### src/verilog/adcs_pkg.sv
// Package: register map, field layout, timing and types of the sequencer
package adcs_pkg;

    // ***********************************************************
    // Register offsets
    // ***********************************************************
    localparam logic [7:0] CTRL_A_OFS   = 8'h00;
    localparam logic [7:0] INSEL_OFS    = 8'h04;
    localparam logic [7:0] CTRL_B_OFS   = 8'h08;
    localparam logic [7:0] RES_LOW_OFS  = 8'h0C;
    localparam logic [7:0] RES_HIGH_OFS = 8'h10;
    localparam logic [7:0] POWER_OFS    = 8'h14;

    // ***********************************************************
    // Field positions
    // ***********************************************************
    localparam int CA_ENABLE = 7;
    localparam int CA_START  = 6;
    localparam int CA_AUTO   = 5;
    localparam int CA_FLAG   = 4;
    localparam int IS_LEFT   = 5;
    localparam int IS_REF    = 6;

    // ***********************************************************
    // Reset values
    // ***********************************************************
    localparam logic [2:0] PRESCALE_RST = 3'h0;
    localparam logic [3:0] CHANNEL_RST  = 4'h0;
    localparam logic [1:0] REF_RST      = 2'h0;
    localparam logic [2:0] TRIGSEL_RST  = 3'h0;
    localparam logic       POWER_RST    = 1'b0;

    // ***********************************************************
    // Channel codes and trigger codes
    // ***********************************************************
    localparam logic [3:0] CH_BANDGAP = 4'hE;
    localparam logic [3:0] CH_GROUND  = 4'hF;
    localparam logic [2:0] TRIG_FREE  = 3'h0;

    // ***********************************************************
    // Timing, in half converter clock cycles; sync depth in system clocks
    // ***********************************************************
    localparam logic [5:0] NORMAL_SH   = 6'h03;
    localparam logic [5:0] NORMAL_DONE = 6'h1A;
    localparam logic [5:0] FIRST_SH    = 6'h1B;
    localparam logic [5:0] FIRST_DONE  = 6'h32;
    localparam logic [5:0] AUTO_SH     = 6'h04;
    localparam logic [5:0] AUTO_DONE   = 6'h1B;
    localparam int         SYNC_CYCLES = 3;

    // ***********************************************************
    // Types
    // ***********************************************************
    typedef enum logic [1:0] {IDLE, WAIT_EDGE, CONVERT} adcs_state_t;

    typedef struct packed {
        logic       enable;
        logic       convert;
        logic       sampleHold;
        logic       firstConv;
        logic [3:0] channel;
        logic [1:0] reference;
    } adcs_analog_t;

endpackage

### src/verilog/adcs_prescaler.sv
// Prescaler: converter clock edges as enable pulses from the system clock
`timescale 1ns/1ps
module adcs_prescaler (
    // Clock and reset
    input  wire logic       clock,
    input  wire logic       nrst,
    // Control
    input  wire logic       run,
    input  wire logic       restart,
    input  wire logic [2:0] sel,
    // Converter clock edges
    output logic            riseTick,
    output logic            fallTick
);
    logic [7:0] count;
    logic [7:0] divisor;

    // Codes 0 and 1 both divide by two
    assign divisor  = (sel == 3'h0) ? 8'h02 : 8'(8'h01 << sel);
    assign riseTick = run && !restart && (count == divisor - 8'h01);
    assign fallTick = run && !restart && (count == (divisor >> 1) - 8'h01);

    always_ff @(posedge clock or negedge nrst) begin
        if (!nrst) begin
            count <= 8'h00;
        end else if (!run || restart || riseTick) begin
            count <= 8'h00;
        end else begin
            count <= count + 8'h01;
        end
    end
endmodule

### src/verilog/adcs_sequencer.sv
// Conversion sequencer: APB registers, start logic, timing and results
//
// Implementation choices: the APB slave port and the register offsets.
`timescale 1ns/1ps
// Operation
// - Ten-bit code, zero at ground, all ones at reference less one step
// - Channel field picks eight pins, ground or bandgap
// - With enable clear, selections inert and converter fully idle
// - Result right-justified by default, left-justified when select bit set
// - Low byte read locks both bytes until high byte read
// - Complete flag still sets when a locked result is discarded
// - Start bit begins one conversion, reads one while busy, self-clears
// - Channel change mid-conversion waits for that conversion to end
// - Auto-trigger rising edge resets prescaler and starts conversion
// - Edges during conversion ignored; held-high trigger never restarts
// - Complete-flag trigger gives back-to-back conversions regardless of flag
// - Start bit works with auto-trigger and reads one whenever busy
// - Prescaler counts from enable, held reset while disabled
// - Start bit conversion begins at next converter clock rising edge
// - Ordinary conversion 13 cycles, first after enable 25 cycles
// - Sample-and-hold at 1.5 cycles, or 13.5 on first conversion
// - Completion writes result, sets flag, clears start bit in single mode
// - Auto conversion: hold two cycles after edge, 13.5 total, 3 sync clocks
// - Free running restarts at once, start bit stays set
// - Power-reduction bit one disables the converter
// - Selection buffer frozen from start until last cycle before completion
module adcs_sequencer #(
    parameter int TRIG_LINES = 8
) (
    // Clock and reset
    input  wire logic                    clock,
    input  wire logic                    nrst,
    // APB slave
    input  wire logic                    psel,
    input  wire logic                    penable,
    input  wire logic                    pwrite,
    input  wire logic [7:0]              paddr,
    input  wire logic [31:0]             pwdata,
    output logic                         pready,
    output logic                         pslverr,
    output logic [31:0]                  prdata,
    // Trigger event lines, line 0 unused
    input  wire logic [TRIG_LINES-1:0]   trigLines,
    // Analog converter
    input  wire logic [9:0]              convCode,
    output adcs_pkg::adcs_analog_t       analog
);
    // ***********************************************************
    // Registers and state
    // ***********************************************************
    logic                  enable;
    logic                  startReq;
    logic                  autoTrig;
    logic                  flag;
    logic [2:0]            prescale;
    logic [3:0]            channel;
    logic [1:0]            reference;
    logic                  leftJustify;
    logic [2:0]            trigSelect;
    logic                  powerReduce;
    logic [9:0]            result;
    logic                  locked;
    logic [3:0]            bufChannel;
    logic [1:0]            bufReference;
    adcs_pkg::adcs_state_t state;
    logic [5:0]            halfCount;
    logic [5:0]            shHalf;
    logic [5:0]            doneHalf;
    logic                  firstPending;
    logic                  trigPrev;
    logic [adcs_pkg::SYNC_CYCLES-1:0] syncPipe;

    logic       effEnable;
    logic       wrAccess;
    logic       rdAccess;
    logic       riseTick;
    logic       fallTick;
    logic       halfTick;
    logic       done;
    logic       freeRun;
    logic       trigLevel;
    logic       trigEdge;
    logic       autoStart;
    logic       startWrite;
    logic       unfrozen;
    logic       flagClear;
    logic [7:0] resLowView;
    logic [7:0] resHighView;
    logic [7:0] ctrlAView;

    // ***********************************************************
    // Bus decode
    // ***********************************************************
    assign pready   = 1'b1;
    assign wrAccess = psel && penable && pwrite;
    assign rdAccess = psel && penable && !pwrite;

    assign effEnable = enable && !powerReduce;
    assign halfTick  = riseTick || fallTick;
    assign freeRun   = autoTrig && (trigSelect == adcs_pkg::TRIG_FREE);
    assign done      = (state == adcs_pkg::CONVERT) && halfTick
                       && (halfCount + 6'h01 == doneHalf);
    assign unfrozen  = (state != adcs_pkg::CONVERT)
                       || (halfCount + 6'h02 >= doneHalf);
    assign startWrite = wrAccess && (paddr == adcs_pkg::CTRL_A_OFS)
                        && pwdata[adcs_pkg::CA_START];
    assign flagClear  = wrAccess && (paddr == adcs_pkg::CTRL_A_OFS)
                        && pwdata[adcs_pkg::CA_FLAG];

    // ***********************************************************
    // Auto trigger
    // ***********************************************************
    assign trigLevel = trigLines[trigSelect];
    // Edge only, so a level still high at completion starts nothing
    assign trigEdge  = trigLevel && !trigPrev;
    assign autoStart = syncPipe[adcs_pkg::SYNC_CYCLES-1]
                       && (state != adcs_pkg::CONVERT);

    always_ff @(posedge clock or negedge nrst) begin
        if (!nrst) begin
            trigPrev <= 1'b0;
        end else begin
            trigPrev <= trigLevel;
        end
    end

    always_ff @(posedge clock or negedge nrst) begin
        if (!nrst) begin
            syncPipe <= '0;
        end else if (!effEnable || !autoTrig || freeRun) begin
            syncPipe <= '0;
        end else begin
            // Edges during a conversion are dropped here
            syncPipe <= {syncPipe[adcs_pkg::SYNC_CYCLES-2:0],
                         trigEdge && (state != adcs_pkg::CONVERT)};
        end
    end

    adcs_prescaler u_prescaler (
        .clock    (clock),
        .nrst     (nrst),
        .run      (effEnable),
        .restart  (autoStart),
        .sel      (prescale),
        .riseTick (riseTick),
        .fallTick (fallTick)
    );

    // ***********************************************************
    // Conversion sequence
    // ***********************************************************
    always_ff @(posedge clock or negedge nrst) begin
        if (!nrst) begin
            state <= adcs_pkg::IDLE;
        end else if (!effEnable) begin
            state <= adcs_pkg::IDLE;
        end else begin
            unique case (state)
                adcs_pkg::IDLE: begin
                    if (autoStart) begin
                        state <= adcs_pkg::CONVERT;
                    end else if (startWrite) begin
                        state <= adcs_pkg::WAIT_EDGE;
                    end
                end
                adcs_pkg::WAIT_EDGE: begin
                    if (autoStart) begin
                        state <= adcs_pkg::CONVERT;
                    end else if (riseTick) begin
                        state <= adcs_pkg::CONVERT;
                    end
                end
                adcs_pkg::CONVERT: begin
                    // A start written in the completion cycle is kept
                    if (done && !freeRun && startWrite) begin
                        state <= adcs_pkg::WAIT_EDGE;
                    end else if (done && !freeRun) begin
                        state <= adcs_pkg::IDLE;
                    end
                end
            endcase
        end
    end

    always_ff @(posedge clock or negedge nrst) begin
        if (!nrst) begin
            halfCount <= 6'h00;
            shHalf    <= adcs_pkg::NORMAL_SH;
            doneHalf  <= adcs_pkg::NORMAL_DONE;
        end else if (autoStart && state != adcs_pkg::CONVERT) begin
            halfCount <= 6'h00;
            shHalf    <= firstPending ? adcs_pkg::FIRST_SH
                                      : adcs_pkg::AUTO_SH;
            doneHalf  <= firstPending ? adcs_pkg::FIRST_DONE
                                      : adcs_pkg::AUTO_DONE;
        end else if ((state == adcs_pkg::WAIT_EDGE && riseTick)
                     || (done && freeRun)) begin
            halfCount <= 6'h00;
            shHalf    <= firstPending ? adcs_pkg::FIRST_SH
                                      : adcs_pkg::NORMAL_SH;
            doneHalf  <= firstPending ? adcs_pkg::FIRST_DONE
                                      : adcs_pkg::NORMAL_DONE;
        end else if (state == adcs_pkg::CONVERT && halfTick) begin
            halfCount <= halfCount + 6'h01;
        end
    end

    // First conversion after enable gets the long initialisation
    always_ff @(posedge clock or negedge nrst) begin
        if (!nrst) begin
            firstPending <= 1'b1;
        end else if (!effEnable) begin
            firstPending <= 1'b1;
        end else if (state == adcs_pkg::CONVERT) begin
            firstPending <= 1'b0;
        end
    end

    // ***********************************************************
    // Selection buffer and analog outputs
    // ***********************************************************
    always_ff @(posedge clock or negedge nrst) begin
        if (!nrst) begin
            bufChannel   <= adcs_pkg::CHANNEL_RST;
            bufReference <= adcs_pkg::REF_RST;
        end else if (unfrozen) begin
            bufChannel   <= channel;
            bufReference <= reference;
        end
    end

    always_comb begin
        analog            = '0;
        analog.enable     = effEnable;
        analog.convert    = (state == adcs_pkg::CONVERT);
        analog.sampleHold = analog.convert && (halfCount == shHalf);
        analog.firstConv  = analog.convert && (shHalf == adcs_pkg::FIRST_SH);
        analog.reference  = effEnable ? bufReference : adcs_pkg::REF_RST;
        // Reserved codes fall back to ground
        if (!effEnable) begin
            analog.channel = adcs_pkg::CH_GROUND;
        end else if (bufChannel[3] && bufChannel != adcs_pkg::CH_BANDGAP) begin
            analog.channel = adcs_pkg::CH_GROUND;
        end else begin
            analog.channel = bufChannel;
        end
    end

    // ***********************************************************
    // Result and flag
    // ***********************************************************
    always_ff @(posedge clock or negedge nrst) begin
        if (!nrst) begin
            result <= 10'h000;
        end else if (done && !locked) begin
            result <= convCode;
        end
    end

    always_ff @(posedge clock or negedge nrst) begin
        if (!nrst) begin
            locked <= 1'b0;
        end else if (rdAccess && paddr == adcs_pkg::RES_HIGH_OFS) begin
            locked <= 1'b0;
        end else if (rdAccess && paddr == adcs_pkg::RES_LOW_OFS) begin
            locked <= 1'b1;
        end
    end

    // Set wins over a write-one clear in the same cycle
    always_ff @(posedge clock or negedge nrst) begin
        if (!nrst) begin
            flag <= 1'b0;
        end else if (done) begin
            flag <= 1'b1;
        end else if (flagClear) begin
            flag <= 1'b0;
        end
    end

    assign resLowView  = leftJustify ? {result[1:0], 6'h00}
                                     : result[7:0];
    assign resHighView = leftJustify ? result[9:2] : {6'h00, result[9:8]};

    // ***********************************************************
    // Control registers
    // ***********************************************************
    always_ff @(posedge clock or negedge nrst) begin
        if (!nrst) begin
            enable   <= 1'b0;
            autoTrig <= 1'b0;
            prescale <= adcs_pkg::PRESCALE_RST;
        end else if (wrAccess && paddr == adcs_pkg::CTRL_A_OFS) begin
            enable   <= pwdata[adcs_pkg::CA_ENABLE];
            autoTrig <= pwdata[adcs_pkg::CA_AUTO];
            prescale <= pwdata[2:0];
        end
    end

    always_ff @(posedge clock or negedge nrst) begin
        if (!nrst) begin
            channel     <= adcs_pkg::CHANNEL_RST;
            reference   <= adcs_pkg::REF_RST;
            leftJustify <= 1'b0;
        end else if (wrAccess && paddr == adcs_pkg::INSEL_OFS) begin
            channel     <= pwdata[3:0];
            reference   <= pwdata[adcs_pkg::IS_REF +: 2];
            leftJustify <= pwdata[adcs_pkg::IS_LEFT];
        end
    end

    always_ff @(posedge clock or negedge nrst) begin
        if (!nrst) begin
            trigSelect  <= adcs_pkg::TRIGSEL_RST;
            powerReduce <= adcs_pkg::POWER_RST;
        end else if (wrAccess && paddr == adcs_pkg::CTRL_B_OFS) begin
            trigSelect <= pwdata[2:0];
        end else if (wrAccess && paddr == adcs_pkg::POWER_OFS) begin
            powerReduce <= pwdata[0];
        end
    end

    // Start bit reads one from the write until the conversion ends
    always_ff @(posedge clock or negedge nrst) begin
        if (!nrst) begin
            startReq <= 1'b0;
        end else if (!effEnable) begin
            startReq <= 1'b0;
        end else if (startWrite || autoStart) begin
            startReq <= 1'b1;
        end else if (done && !freeRun) begin
            startReq <= 1'b0;
        end
    end

    assign ctrlAView = {enable, startReq, autoTrig, flag, 1'b0, prescale};

    // Read data registered in the setup phase
    always_ff @(posedge clock or negedge nrst) begin
        if (!nrst) begin
            prdata <= 32'h0000_0000;
        end else if (psel && !penable) begin
            unique case (paddr)
                adcs_pkg::CTRL_A_OFS:   prdata <= {24'h00_0000, ctrlAView};
                adcs_pkg::INSEL_OFS:    prdata <= {24'h00_0000, reference,
                                         leftJustify, 1'b0, channel};
                adcs_pkg::CTRL_B_OFS:   prdata <= {29'h0000_0000, trigSelect};
                adcs_pkg::RES_LOW_OFS:  prdata <= {24'h00_0000, resLowView};
                adcs_pkg::RES_HIGH_OFS: prdata <= {24'h00_0000, resHighView};
                adcs_pkg::POWER_OFS:    prdata <= {31'h0000_0000, powerReduce};
                default:                prdata <= 32'h0000_0000;
            endcase
        end
    end

    always_comb begin
        unique case (paddr)
            adcs_pkg::CTRL_A_OFS, adcs_pkg::INSEL_OFS, adcs_pkg::CTRL_B_OFS,
            adcs_pkg::RES_LOW_OFS, adcs_pkg::RES_HIGH_OFS,
            adcs_pkg::POWER_OFS: pslverr = 1'b0;
            default:             pslverr = psel && penable;
        endcase
    end
endmodule

### config.mk
export PLATFORM = sky130hd
export DESIGN_NAME = adcs_sequencer
export DESIGN_NICKNAME = d
export VERILOG_FILES = /design/src/verilog/adcs_pkg.sv /design/src/verilog/adcs_prescaler.sv /design/src/verilog/adcs_sequencer.sv
export SDC_FILE = /design/constraint.sdc
export NUM_CORES = 1
export LEC_CHECK = 0
export BUFFER_PORTS_ARGS = -buffer_cell sky130_fd_sc_hd__buf_2
export CAP_MARGIN = 30
export CORE_UTILIZATION = 30
export CTS_BUF_LIST = sky130_fd_sc_hd__clkbuf_4 sky130_fd_sc_hd__clkbuf_8 sky130_fd_sc_hd__clkbuf_16
export CTS_CLUSTER_SIZE = 10
export DETAILED_ROUTE_END_ITERATION = 10
export GPL_TIMING_DRIVEN = 0
export REMOVE_ABC_BUFFERS = 1
export SLEW_MARGIN = 10
export SYNTH_ARGS = -nofsm -noshare
export SYNTH_HDL_FRONTEND = slang
export SYNTH_SLANG_ARGS = --single-unit
### constraint.sdc
create_clock -name clock -period 5.7 [get_ports clock]
set_input_delay 0.57 -clock clock [delete_from_list [all_inputs] [get_ports clock]]
set_output_delay 0.57 -clock clock [all_outputs]
set_load 0.05 [all_outputs]
==> metrics.cfg <==
[place]
placement.io_buffers=57
dp_cells=623
place.gp.congestion=0.874
place_ws_ns=1.90
hpwl_mm=7.57

[setup_path]
crit_path_max_fanout=15
cp_slowest_cell=dfrtp_1
crit_path_end_kind=flop
start_kind=flop
crit_chain=or3b_2 -> ha_1 -> or3b_1 -> a21boi_2 -> o21ai_2 -> a211oi_4 -> a31o_2 -> nor3b_2 -> buf_6 -> mux2_4
cpPeakStageDelay_ns=0.52
ff2ff_path_depth=10
crit_type=reg2reg
required_ns=5.92
arrival_ns=4.02

[cts]
clockRootBuffer=clkbuf_16
postCtsHoldBufs=0
cts.path.max_buffers=2
htree_levels=3
clkTransAtPathRegs_ns=0.06
numCtsBuffers=9
clock_latency_ns=0.34
cts_num_sinks=68
cts_resized=0
cts_tree=built
postCtsSetupBuffers=0

[routing]
wl_mm=9.91
wire_per_inst_um=15.5
via_per_inst=4.97
drt_iter0_drc=145
drc=0
vias=3177
drtAntennaViolNets=0
drt_pre_antenna_iters=5

[synth]
synth_top_area_cell=dfrtp_1
netlist_top_cells_area=dfrtp_1 39%, mux2_2 6.4%, buf_4 4.8%
async_flop_share_pct=100
ys_seq_elements=68
ys.flop_type=dfrtp_1
syn_avg_cell_area_um2=10.4
netlist_instances=405
synth_top_area_share_pct=38.6
ys_seq_area_share_pct=40.4
syn_area_mm2=0.00422
yosysUniqueCellTypes=77
yosys_warnings=0
synth-edff-count=0

[job]
maxCapViolations=0

[pwr]
leakage_nw=2.21
peakVddDrop_mv=0.136
p_per_area_mw_per_mm2=236

[die]
core_area_mm2=0.0135
initial_core_util_pct=31.3
die-area_mm2=0.0145
fp.dieH_um=121
floorplan.io_pins=107
die-width_um=121
num_rows=42

[timing]
max_freq_mhz=263
relSlewSlack_pct=39.5
fin_skew_ns=0.00784
hold_viol=0
setup_violations=0
tightest_slew_ns=0.900
min_period_ns=3.80
finalCritPeriodShare_pct=66.7
fin_ws_ns=1.90
rsz0062_at_grt=no
slew_violations=0
fin_setup_tns_ns=0

[global_route]
grt_pass1_vias=3131
grt_first_pass_wirelength_mm=16.3
grt.total_usage_pct=14.5
grt_max_degree=52
grt.overflow.total=0
antenna_found_initial=0

[final_layout]
n_fill_cell=1350
syn_to_final_growth_pct=16.2
drive_gt1_share_pct=29.2
antenna_cells=0
nets=531
final_cells=639

[min_path]
min_path_type=in2async

[status]
outcome=finished clean

==> final cells by class <==
| cell class | instances | area (µm²) | area share, % |
|---|---|---|---|
| timing repair buffer | 59 | 327 | 6.67 |
| clock inverter | 5 | 60.1 | 1.23 |
| inverter | 15 | 56.3 | 1.15 |
| tap | 176 | 220 | 4.50 |
| clock buffer | 11 | 253 | 5.16 |
| sequential | 68 | 1710 | 34.8 |
| multi-input combinational | 305 | 2280 | 46.5 |
==> where the power goes <==
part | internal [mW] | switching, mW | leakage, nW | total (mW)
logic | 0.0232 | 0.0715 | 1.12 | 0.0947
registers | 0.486 | 0.00395 | 0.936 | 0.490
clock network | 0.363 | 0.211 | 0.152 | 0.573
==> through the flow <==
step | area [µm²] | utilization [%] | hold slack, ns | power, mW
2_1_floorplan | 4040 | - | 0.274 | 0.556
3_3_place_gp | 4540 | 33.8 | 0.443 | 0.590
3_5_place_dp | 4590 | 34.1 | 0.444 | 0.594
4_1_cts | 4900 | 36.4 | 0.107 | 1.17
5_1_grt | 4900 | 36.4 | 0.116 | 1.20
6_report | 4900 | 36.4 | 0.108 | 1.16
==> routing by layer <==
layer  track usage, %  share of wire (%)  vias up  wire length, µm
li1                 -                  -     1523                -
met1             18.5                 45     1561             4460
met2             24.2                 49       82             4900
met3             3.35                4.3       11              427
met4             4.71                1.2        0              116
met5                0                  0        -                0
==> critical path: cells and delay by family (launching register included) <==
family	cells	cell delay [ns]
mux	1	0.31
compound gates	4	0.97
simple gates	3	1.40
flops	1	0.52
buf+inv	1	0.23
fa+ha+maj	1	0.26
==> flip-flops by register name, indices dropped and copies added, names as in the netlist, 2 cells and up <==
register and count:
state 2, channel 4, halfCount 6, u_prescaler.count 8, bufChannel 4, result 10
shHalf 3, prescale 3, prdata 8, syncPipe 3, bufReference 2, reference 2
trigSelect 3
==> cells in the mapped netlist, types with 11 or more instances <==
cell and number:
nand2_1 26, buf_4 27, a21oi_1 13, nor3_1 14
mux2_2 24, xor2_1 11, nor2_1 19, dfrtp_1 65
o21ai_0 20, xnor2_1 11, inv_1 14
==> worst paths after layout <==
| path | from | to | slack, ns |
|---|---|---|---|
| max | prescale[2]$_DFFE_PN0P_ | result[0]$_DFFE_PN0P_ | 1.90 |
| min | nrst | u_prescaler.count[4]$_DFF_PN0_ | 0.11 |
| max reg2reg | prescale[2]$_DFFE_PN0P_ | result[0]$_DFFE_PN0P_ | 1.90 |
| min reg2reg | syncPipe[0]$_DFF_PN0_ | syncPipe[1]$_DFF_PN0_ | 0.45 |
| max in group asynchronous | nrst | prdata[1]$_DFFE_PN0P_ | 5.06 |
| min in group clock | syncPipe[0]$_DFF_PN0_ | syncPipe[1]$_DFF_PN0_ | 0.45 |
==> placed cells by master (no fill, tap or decap), types with 4 or more instances in the layout <==
cell,netlist,final
dfrtp_1,65,65
buf_2,4,56
nand2_1,26,26
conb_1,2,25
mux2_2,24,24
o21ai_0,20,20
nor2_1,19,19
inv_1,14,14
nor3_1,14,14
a21oi_1,13,13
xor2_1,11,11
xnor2_1,11,11
mux2i_1,10,10
mux2_4,10,10
ha_1,10,10
clkbuf_16,0,9
or3_1,8,8
and3_1,7,7
nand3_1,6,6
and2_1,6,6
nor2b_1,5,5
nor4_1,5,5
nand4_1,5,5
nand2b_1,4,4
a31oi_1,4,4
o22ai_1,4,4
==> cell families after synthesis <==
family / Yosys count / share of synthesized area [%]
AOI/OAI and AO/OA: 74 / 12.9
muxes: 47 / 13.7
DFF: 68 / 40.4
xor gates and xnor gates: 22 / 4.57
buffers and inverters: 55 / 7.60
and+or+nand+nor: 127 / 17.7
adders and majority gates: 10 / 2.97
other: 2 / 0.178
(Power assumes the default switching activity.)
